`src/verilog/lcsp_defs.vh`:
```
`ifndef LCSP_DEFS_VH
`define LCSP_DEFS_VH

// ==========================================================
// Register indices (byte address is four times the index)
`define LCSP_IDX_LINE_PTR 10'h00C
`define LCSP_IDX_LINK_PTR 10'h00E
`define LCSP_IDX_CMD      10'h010
`define LCSP_IDX_WR       10'h011
`define LCSP_IDX_RD       10'h012
`define LCSP_IDX_CTRL     10'h013
`define LCSP_IDX_STATUS   10'h014

// ==========================================================
// Control register fields
`define LCSP_CTRL_BCAST   7
`define LCSP_CTRL_FRAMED  6
`define LCSP_CTRL_CHKEN   5
`define LCSP_CTRL_GO      4
`define LCSP_CTRL_CH_HI   1
`define LCSP_CTRL_CH_LO   0

// ==========================================================
// Status register fields
`define LCSP_STAT_BUSY    0
`define LCSP_STAT_LOCK    1
`define LCSP_STAT_PORT    2
`define LCSP_STAT_MON     3

// ==========================================================
// Reset values
`define LCSP_RST_BYTE     8'h00
`define LCSP_RST_SEED     15'h7FFF

// ==========================================================
// Timing counts
`define LCSP_SCLK_HALF    4'h4
`define LCSP_XFER_BITS    5'h18
`define LCSP_RD_FIRST     5'h10
`define LCSP_LOCK_RUN     6'h20
`define LCSP_LOSS_ERRS    4'h8
`define LCSP_GOOD_CLEAR   7'h40
`endif

```
`src/verilog/lcsp_top.v`:
```
// The APB register port was chosen for this implementation.
`timescale 1ns/100ps
`include "lcsp_defs.vh"

module lcsp_top
(
  input  wire        pclk,
  input  wire        presetn,
  input  wire        psel,
  input  wire        penable,
  input  wire        pwrite,
  input  wire [11:0] paddr,
  input  wire [31:0] pwdata,
  output reg  [31:0] prdata,
  output reg         pready,
  output reg         pslverr,
  input  wire [3:0]  line_event_ch,
  input  wire [3:0]  link_event_ch,
  input  wire        strap_ctrl_port_sel,
  input  wire        strap_monitor_sel,
  output reg  [3:0]  xcvr_select_n,
  output reg         xcvr_serial_clk,
  output reg         ctrl_serial_out,
  input  wire        ctrl_serial_in,
  input  wire        tx_pattern_src_clk,
  input  wire        tx_frame_slot,
  output reg         tx_pattern_data,
  input  wire        recovered_line_clk,
  input  wire        recv_line_clk,
  input  wire        rx_slip_buf_en,
  input  wire [3:0]  rx_highway_data,
  input  wire        rx_frame_slot,
  output reg         pattern_sync_lost
);

  // ==========================================================
  // Pin synchronisers
  reg  [9:0] sync_a;
  reg  [9:0] sync_b;
  wire [9:0] pin_raw;
  assign pin_raw = {rx_frame_slot, rx_highway_data, recv_line_clk, recovered_line_clk,
                    tx_frame_slot, tx_pattern_src_clk, ctrl_serial_in};

  // Two flops per pin, first flop read only by the second
  genvar gi;
  generate
    for (gi = 0; gi < 10; gi = gi + 1)
    begin : g_sync
      always @(posedge pclk or negedge presetn)
      begin
        if (!presetn)
        begin
          sync_a[gi] <= 1'b0;
          sync_b[gi] <= 1'b0;
        end
        else
        begin
          sync_a[gi] <= pin_raw[gi];
          sync_b[gi] <= sync_a[gi];
        end
      end
    end
  endgenerate

  reg       strap_port_a;
  reg       strap_port_b;
  reg       strap_mon_a;
  reg       strap_mon_b;

  // Straps follow the same two-flop path
  always @(posedge pclk or negedge presetn)
  begin
    if (!presetn)
    begin
      strap_port_a <= 1'b1;
      strap_port_b <= 1'b1;
      strap_mon_a  <= 1'b1;
      strap_mon_b  <= 1'b1;
    end
    else
    begin
      strap_port_a <= strap_ctrl_port_sel;
      strap_port_b <= strap_port_a;
      strap_mon_a  <= strap_monitor_sel;
      strap_mon_b  <= strap_mon_a;
    end
  end

  wire       sdi_s     = sync_b[0];
  wire       txclk_s   = sync_b[1];
  wire       txslot_s  = sync_b[2];
  wire       rclk_s    = sync_b[3];
  wire       lrclk_s   = sync_b[4];
  wire [3:0] rxdata_s  = sync_b[8:5];
  wire       rxslot_s  = sync_b[9];
  wire       port_on   = ~strap_port_b;
  wire       xmit_mode = ~strap_mon_b;

  // ==========================================================
  // Registers
  reg  [7:0] xcvr_cmd_bits;
  reg  [7:0] xcvr_wr_bits;
  reg  [7:0] xcvr_rd_bits;
  reg  [7:0] ctrl_reg;
  reg  [3:0] line_event_channel_ptr;
  reg  [3:0] link_event_channel_ptr;
  reg        busy;
  reg        locked;

  // Word index decode, also used for the unmapped check
  function [2:0] lcsp_decode;
    input [11:0] addr;
    begin
      lcsp_decode = 3'h7;
      if (addr[1:0] == 2'h0)
      begin
        case (addr[11:2])
          `LCSP_IDX_LINE_PTR: lcsp_decode = 3'h0;
          `LCSP_IDX_LINK_PTR: lcsp_decode = 3'h1;
          `LCSP_IDX_CMD:      lcsp_decode = 3'h2;
          `LCSP_IDX_WR:       lcsp_decode = 3'h3;
          `LCSP_IDX_RD:       lcsp_decode = 3'h4;
          `LCSP_IDX_CTRL:     lcsp_decode = 3'h5;
          `LCSP_IDX_STATUS:   lcsp_decode = 3'h6;
          default:            lcsp_decode = 3'h7;
        endcase
      end
    end
  endfunction

  wire [2:0] sel_reg   = lcsp_decode(paddr);
  wire       acc_cycle = psel & penable;
  wire       wr_take   = acc_cycle & pready & pwrite;

  reg  [7:0] next_rdata;
  // Read mux; pointer upper nibbles read zero
  always @*
  begin
    next_rdata = 8'h00;
    case (sel_reg)
      3'h0: next_rdata = {4'h0, line_event_channel_ptr};
      3'h1: next_rdata = {4'h0, link_event_channel_ptr};
      3'h2: next_rdata = xcvr_cmd_bits;
      3'h3: next_rdata = xcvr_wr_bits;
      3'h4: next_rdata = xcvr_rd_bits;
      3'h5: next_rdata = ctrl_reg;
      3'h6: next_rdata = {4'h0, strap_mon_b, port_on, locked, busy};
      default: next_rdata = 8'h00;
    endcase
  end

  // APB: one wait state, data and error registered with pready
  always @(posedge pclk or negedge presetn)
  begin
    if (!presetn)
    begin
      pready  <= 1'b0;
      pslverr <= 1'b0;
      prdata  <= 32'h00000000;
    end
    else
    begin
      pready  <= acc_cycle & ~pready;
      pslverr <= acc_cycle & ~pready & (sel_reg == 3'h7 || (pwrite && (sel_reg == 3'h0 ||
                 sel_reg == 3'h1 || sel_reg == 3'h4 || sel_reg == 3'h6)));
      if (acc_cycle && !pready && !pwrite)
        prdata <= {24'h000000, next_rdata};
    end
  end

  // Pointer capture from framer event latches
  always @(posedge pclk or negedge presetn)
  begin
    if (!presetn)
    begin
      line_event_channel_ptr <= 4'h0;
      link_event_channel_ptr <= 4'h0;
    end
    else
    begin
      line_event_channel_ptr <= line_event_ch;
      link_event_channel_ptr <= link_event_ch;
    end
  end

  // Writable registers
  always @(posedge pclk or negedge presetn)
  begin
    if (!presetn)
    begin
      xcvr_cmd_bits <= `LCSP_RST_BYTE;
      xcvr_wr_bits  <= `LCSP_RST_BYTE;
      ctrl_reg      <= `LCSP_RST_BYTE;
    end
    else if (wr_take)
    begin
      if (sel_reg == 3'h2)
        xcvr_cmd_bits <= pwdata[7:0];
      if (sel_reg == 3'h3)
        xcvr_wr_bits <= pwdata[7:0];
      if (sel_reg == 3'h5)
        ctrl_reg <= pwdata[7:0];
    end
  end

  // ==========================================================
  // Serial control port
  localparam ST_IDLE  = 1'b0;
  localparam ST_SHIFT = 1'b1;

  reg        go_prev;
  reg [15:0] out_shift;
  reg  [4:0] bit_cnt;
  reg  [3:0] half_cnt;
  // Go edge counts only on a 0 to 1 change, so a held 1 never retriggers
  // rearm by clearing
  wire go_rise  = ctrl_reg[`LCSP_CTRL_GO] & ~go_prev;
  wire start    = go_rise & port_on & xmit_mode & ~busy;
  wire half_end = (half_cnt == `LCSP_SCLK_HALF - 4'h1);
  wire last_bit = (bit_cnt == `LCSP_XFER_BITS - 5'h01);

  always @(posedge pclk or negedge presetn)
  begin
    if (!presetn)
    begin
      go_prev         <= 1'b0;
      busy            <= ST_IDLE;
      out_shift       <= 16'h0000;
      bit_cnt         <= 5'h00;
      half_cnt        <= 4'h0;
      xcvr_select_n   <= 4'hF;
      xcvr_serial_clk <= 1'b0;
      ctrl_serial_out <= 1'b0;
      xcvr_rd_bits    <= `LCSP_RST_BYTE;
    end
    else
    begin
      go_prev <= ctrl_reg[`LCSP_CTRL_GO];
      case (busy)
        ST_IDLE:
        begin
          if (start)
          begin
            busy      <= ST_SHIFT;
            bit_cnt   <= 5'h00;
            half_cnt  <= 4'h0;
            ctrl_serial_out <= xcvr_cmd_bits[0];
            // Data byte sits right behind command bit 7, pad bit on top
            out_shift <= {1'b0, xcvr_wr_bits, xcvr_cmd_bits[7:1]};
            if (ctrl_reg[`LCSP_CTRL_BCAST])
              xcvr_select_n <= 4'h0;
            else
              xcvr_select_n <= ~(4'h1 << ctrl_reg[`LCSP_CTRL_CH_HI:`LCSP_CTRL_CH_LO]);
          end
        end
        ST_SHIFT:
        begin
          half_cnt <= half_end ? 4'h0 : half_cnt + 4'h1;
          if (half_end && !xcvr_serial_clk)
          begin
            xcvr_serial_clk <= 1'b1;
            if (bit_cnt >= `LCSP_RD_FIRST)
              xcvr_rd_bits <= {sdi_s, xcvr_rd_bits[7:1]};
          end
          else if (half_end)
          begin
            xcvr_serial_clk <= 1'b0;
            if (last_bit)
            begin
              busy            <= ST_IDLE;
              xcvr_select_n   <= 4'hF;
              ctrl_serial_out <= 1'b0;
            end
            else
            begin
              bit_cnt <= bit_cnt + 5'h01;
              ctrl_serial_out <= (bit_cnt < `LCSP_RD_FIRST - 5'h01) ? out_shift[0] : 1'b0;
              out_shift <= {1'b0, out_shift[15:1]};
            end
          end
        end
        default: busy <= ST_IDLE;
      endcase
    end
  end

  // ==========================================================
  // Pattern generator, x^15 + x^14 + 1
  reg [14:0] gen_lfsr;
  reg        txclk_prev;
  wire tx_step = txclk_s & ~txclk_prev;

  always @(posedge pclk or negedge presetn)
  begin
    if (!presetn)
    begin
      txclk_prev      <= 1'b0;
      gen_lfsr        <= `LCSP_RST_SEED;
      tx_pattern_data <= 1'b0;
    end
    else
    begin
      txclk_prev <= txclk_s;
      if (tx_step)
      begin
        if (ctrl_reg[`LCSP_CTRL_FRAMED] && txslot_s)
          tx_pattern_data <= 1'b0;
        else
        begin
          tx_pattern_data <= gen_lfsr[14] ^ gen_lfsr[13];
          gen_lfsr        <= {gen_lfsr[13:0], gen_lfsr[14] ^ gen_lfsr[13]};
        end
      end
    end
  end

  // ==========================================================
  // Pattern analyzer, self-synchronising
  reg [14:0] chk_lfsr;
  reg        rclk_prev;
  reg  [5:0] run_cnt;
  reg  [3:0] err_cnt;
  reg  [6:0] good_cnt;
  wire rclk_sel = rx_slip_buf_en ? lrclk_s : rclk_s;
  wire rx_bit   = rxdata_s[ctrl_reg[`LCSP_CTRL_CH_HI:`LCSP_CTRL_CH_LO]];
  wire chk_on   = ctrl_reg[`LCSP_CTRL_CHKEN] & xmit_mode;
  wire rx_step  = (rclk_sel & ~rclk_prev) & ~(ctrl_reg[`LCSP_CTRL_FRAMED] & rxslot_s);
  wire match    = (rx_bit == (chk_lfsr[14] ^ chk_lfsr[13]));

  // Errors are counted, not single-shot, so one hit does not drop lock
  always @(posedge pclk or negedge presetn)
  begin
    if (!presetn)
    begin
      rclk_prev <= 1'b0;
      chk_lfsr  <= 15'h0000;
      run_cnt   <= 6'h00;
      err_cnt   <= 4'h0;
      good_cnt  <= 7'h00;
      locked    <= 1'b0;
    end
    else
    begin
      rclk_prev <= rclk_sel;
      if (!chk_on)
      begin
        run_cnt  <= 6'h00;
        err_cnt  <= 4'h0;
        good_cnt <= 7'h00;
        locked   <= 1'b0;
      end
      else if (rx_step)
      begin
        chk_lfsr <= {chk_lfsr[13:0], rx_bit};
        if (!locked)
        begin
          run_cnt <= match ? run_cnt + 6'h01 : 6'h00;
          if (match && run_cnt == `LCSP_LOCK_RUN - 6'h01)
          begin
            locked   <= 1'b1;
            err_cnt  <= 4'h0;
            good_cnt <= 7'h00;
          end
        end
        else if (!match)
        begin
          good_cnt <= 7'h00;
          err_cnt  <= err_cnt + 4'h1;
          if (err_cnt == `LCSP_LOSS_ERRS - 4'h1)
          begin
            locked  <= 1'b0;
            run_cnt <= 6'h00;
          end
        end
        else
        begin
          good_cnt <= good_cnt + 7'h01;
          if (good_cnt == `LCSP_GOOD_CLEAR - 7'h01)
            err_cnt <= 4'h0;
        end
      end
    end
  end

  // Sync-lost pin from its own flop
  always @(posedge pclk or negedge presetn)
  begin
    if (!presetn)
      pattern_sync_lost <= 1'b1;
    else
      pattern_sync_lost <= ~locked;
  end

endmodule

```
`config.mk`:
```
export PLATFORM = sky130hd
export DESIGN_NAME = lcsp_top
export DESIGN_NICKNAME = d
export VERILOG_FILES = /design/src/verilog/lcsp_top.v
export VERILOG_INCLUDE_DIRS = /design/src /design/src/verilog
export SDC_FILE = /design/constraint.sdc
export NUM_CORES = 1
export LEC_CHECK = 0
export BUFFER_PORTS_ARGS = -buffer_cell sky130_fd_sc_hd__buf_4
export CORE_ASPECT_RATIO = 0.6
export CORE_MARGIN = 3
export CORE_UTILIZATION = 50
export CTS_CLUSTER_SIZE = 28
export DETAILED_ROUTE_END_ITERATION = 7
export GPL_TIMING_DRIVEN = 0
export PLACE_DENSITY_LB_ADDON = 0.3
export SYNTH_ARGS = -nofsm -noshare
export SYNTH_HDL_FRONTEND = slang
export SYNTH_SLANG_ARGS = --single-unit
export TNS_END_PERCENT = 30
```
`constraint.sdc`:
```
create_clock -name pclk -period 2.9 [get_ports pclk]
set_input_delay 0.29 -clock pclk [delete_from_list [all_inputs] [get_ports pclk]]
set_output_delay 0.29 -clock pclk [all_outputs]
set_load 0.03 [all_outputs]
```
==> out/metrics.yaml <==
yosys:
  syn_avg_cell_area_sq_um: 12.05
  synth_top_family_by_area: "multiplexers"
  synth-async-reset-ratio: 1.000
  syn_area_sq_um: 6964
  netlist_top_cells_area: "dfrtp_1 (48%), mux2_2 (9.2%), dfstp_2 (9.1%), mux2i_1 (3.2%), buf_4 (2.6%)"
  synthSimpleGateAreaFrac: 0.1116
  synth_compound_area_frac: 0.1031
  synthAdderAreaFrac: 0.008983
  synth-xor-area-share: 0.01258
  synth_top_area_frac: 0.4815
  synth-edff-count: 0
  ys_warn_count: 0
  ys_types: 69
  ys_ff_latch: 158
  synth.most_common_cell: "dfrtp_1"
  ys_seq_area_frac: 0.5720
  synth_common_cells: "dfrtp_1 (134), mux2_2 (57), a21oi_1 (34), nand2_1 (33), nor2_1 (33)"
  postSynthCellCount: 578
  synthMuxAreaShare: 0.1443
  synth_top_area_cell: "dfrtp_1"
  synth-main-ff-cell: "dfrtp_1"
place:
  dp_hpwl_um: 10690
  portBuffers: 62
  place_inst: 834
  placed_area_sq_um: 7760
  place.gp.congestion: 0.8681
sta:
  setup_viol: 0
  drv_slew: 0
  fmax_ghz: 0.3533
  max_slew.worst_pin.slew_ns: 0.7963
  finalCriticalPeriod_ns: 2.831
  hold_violations: 0
  fin_skew_ns: 0.01851
  rsz0062_at_grt: "no"
  fin_crit_sh: 0.9760
  timing.hold.ws_ns: 0.1162
  slew_headroom: 0.4663
pwr:
  clkPwrFrac: 0.404
  power.density_nw_per_um2: 653.7
  leakage_nw: 4.087
  ir_drop_mv: 0.4702
  switchingPower_mw: 1.527
  combPwrFrac: 0.143
  p_total_mw: 5.631
  p_int_mw: 4.104
  swShare: 0.2711
  seq_power_share: 0.453
setup_path:
  cp_max_fo: 8
  critPathLaunchType: "flop"
  cp-end-kind: "flop"
  path_class: "flop to flop"
  cp.required_ns: 3.26
  cp_data_arrival_time_ns: 3.19
floorplan:
  die_x_um: 158.4
  core-area_sq_um: 13210
  start_util: 0.5271
  die_height_um: 97.42
  num_rows: 32
  ioPinCount: 112
  dieArea_sq_um: 15430
final_layout:
  fin_util: 0.6520
  diodes: 0
  stdcell_count: 888
  top_regs: "chk_lfsr (15), gen_lfsr (15), out_shift (15)"
  layout.nets: 780
  syn2layout_area_growth_pct: 23.70
  layout-drive-gt1-share: 0.3092
  stdcell_area_sq_um: 8615
detailed_routing:
  routed-via-count: 4929
  antenna_left: 0
  drt_iter0_markers: 385
  routedWlPerCell_um: 17.16
  drc: 0
  viasPerCell: 5.551
  wl_um: 15240
  drtPass1Iterations: 5
global_routing:
  grt_remaining_overflow: 0
  grt_antenna_before_repair: 0
  grtUsageTotal: 0.2036
  grt_first_pass_wirelength_um: 24810
  grt_pass1_vias: 4893
  grt_max_degree: 83
min_path:
  hold_class: "input pin to flop"
clock_tree:
  cts_setup_buffers: 0
  cts_tree: "built"
  cts.sinks: 158
  ctsLongestPathBuffers: 2
  ctsRootBufferMaster: "clkbuf_16"
  cts_buffers: 17
  clk_latency_ns: 0.42
  cts.clk_slew.worst_paths_ns: 0.07
  htree_levels: 4
status:
  outcome: "complete, no violations"
job:
  drv.max_cap_violation_count: 0
-- worst max-delay path, stage by stage (launching register included) --
cell	delay, ns
dfrtp_1	0.56
mux4_2	0.65
xor2_2	0.30
a211o_1	0.21
o211ai_1	0.27
or4b_2	0.68
nand2_1	0.08
-- placed cells by master, fill, tap and decap left out, types with 5 or more instances in the layout --
cell,Yosys,layout
xnor2_1,5,5
inv_1,13,13
mux2i_1,22,22
buf_4,24,85
o21ai_0,29,29
conb_1,1,24
mux2_4,8,8
dlygate4sd3_1,0,21
dfrtp_1,134,134
nor3_1,9,9
and3_1,6,6
nand3_1,13,13
ha_1,5,5
nand2_1,33,33
dfstp_2,24,24
a21oi_1,34,34
nor2_1,33,33
clkbuf_16,0,21
o31ai_1,5,5
a21o_1,6,6
inv_6,0,5
nand4_1,7,7
mux2_2,57,57
nand2b_1,8,8
clkbuf_1,19,20
-- metal layers --
layer | part of all wire | up-vias | global-route usage
li1 | - | 2290 | -
met1 | 0.49 | 2469 | 0.3049
met2 | 0.45 | 160 | 0.2998
met3 | 0.058 | 10 | 0.04539
met4 | 0.0074 | 0 | 0.05618
met5 | 0 | - | 0
-- metrics by stage --
| stage | worst slack (ns) | TNS [ns] |
|---|---|---|
| 6_report | 0.06950 | 0 |
| 2_1_floorplan | 0.3396 | 0 |
| 3_5_place_dp | -0.06326 | -0.08053 |
| 3_3_place_gp | 0.06470 | 0 |
| 5_1_grt | 0.01184 | 0 |
| 4_1_cts | 0.01317 | 0 |
-- repair_timing --
action | in CTS | in global routing
hold buffers | 21 | 0
endpoints found under the setup margin | 0 | 18
hold endpoints to repair | 74 | 0
gates resized for setup | 0 | 2
-- worst paths after layout --
check                                  from           endpoint  slack [ns]  depth (start not counted)
worst max-delay path            ctrl_reg[0]         err_cnt[2]        0.07                          6
worst max register to register  ctrl_reg[0]         err_cnt[2]        0.07                          6
worst min-delay path              pwdata[2]    xcvr_wr_bits[2]        0.12                          2
max in group asynchronous           presetn  pattern_sync_lost        1.58                          3
min in group asynchronous           presetn         bit_cnt[2]        0.43                          2
worst min register to register    sync_a[6]        rxdata_s[1]        0.35                          0
-- kinds of logic (layout without fill, tap and decap cells) --
logic type,count (synthesis),count (layout)
AOI/OAI and AO/OA,113,113
xor gates and xnor gates,10,10
adders and majority gates,5,5
buffers and inverters,59,176
DFF,158,158
muxes,88,88
other,1,24
and+or+nand+nor,144,144
-- power groups by stage --
stage               clock (mW)  sequential (mW)  combinational [mW]
finish                    2.28             2.55               0.806
global route              2.42             2.57               0.886
CTS                       2.31             2.55               0.807
detailed placement           0             2.58               0.783
global placement             0             2.57               0.749
floorplan                    0             2.63               0.431
-- cell type report --
class                   count  area [sq um]
fillers                   975          4598
flip-flops and latches    158          3984
multi-input cells         384          2755
repair buffers             85         711.9
clock buffers              23         543.0
plain buffers              46         277.8
well taps                 170         212.7
clock inverters             9         81.33
inverters                  13         48.80
Note: power is estimated with default switching activity, not from simulation.
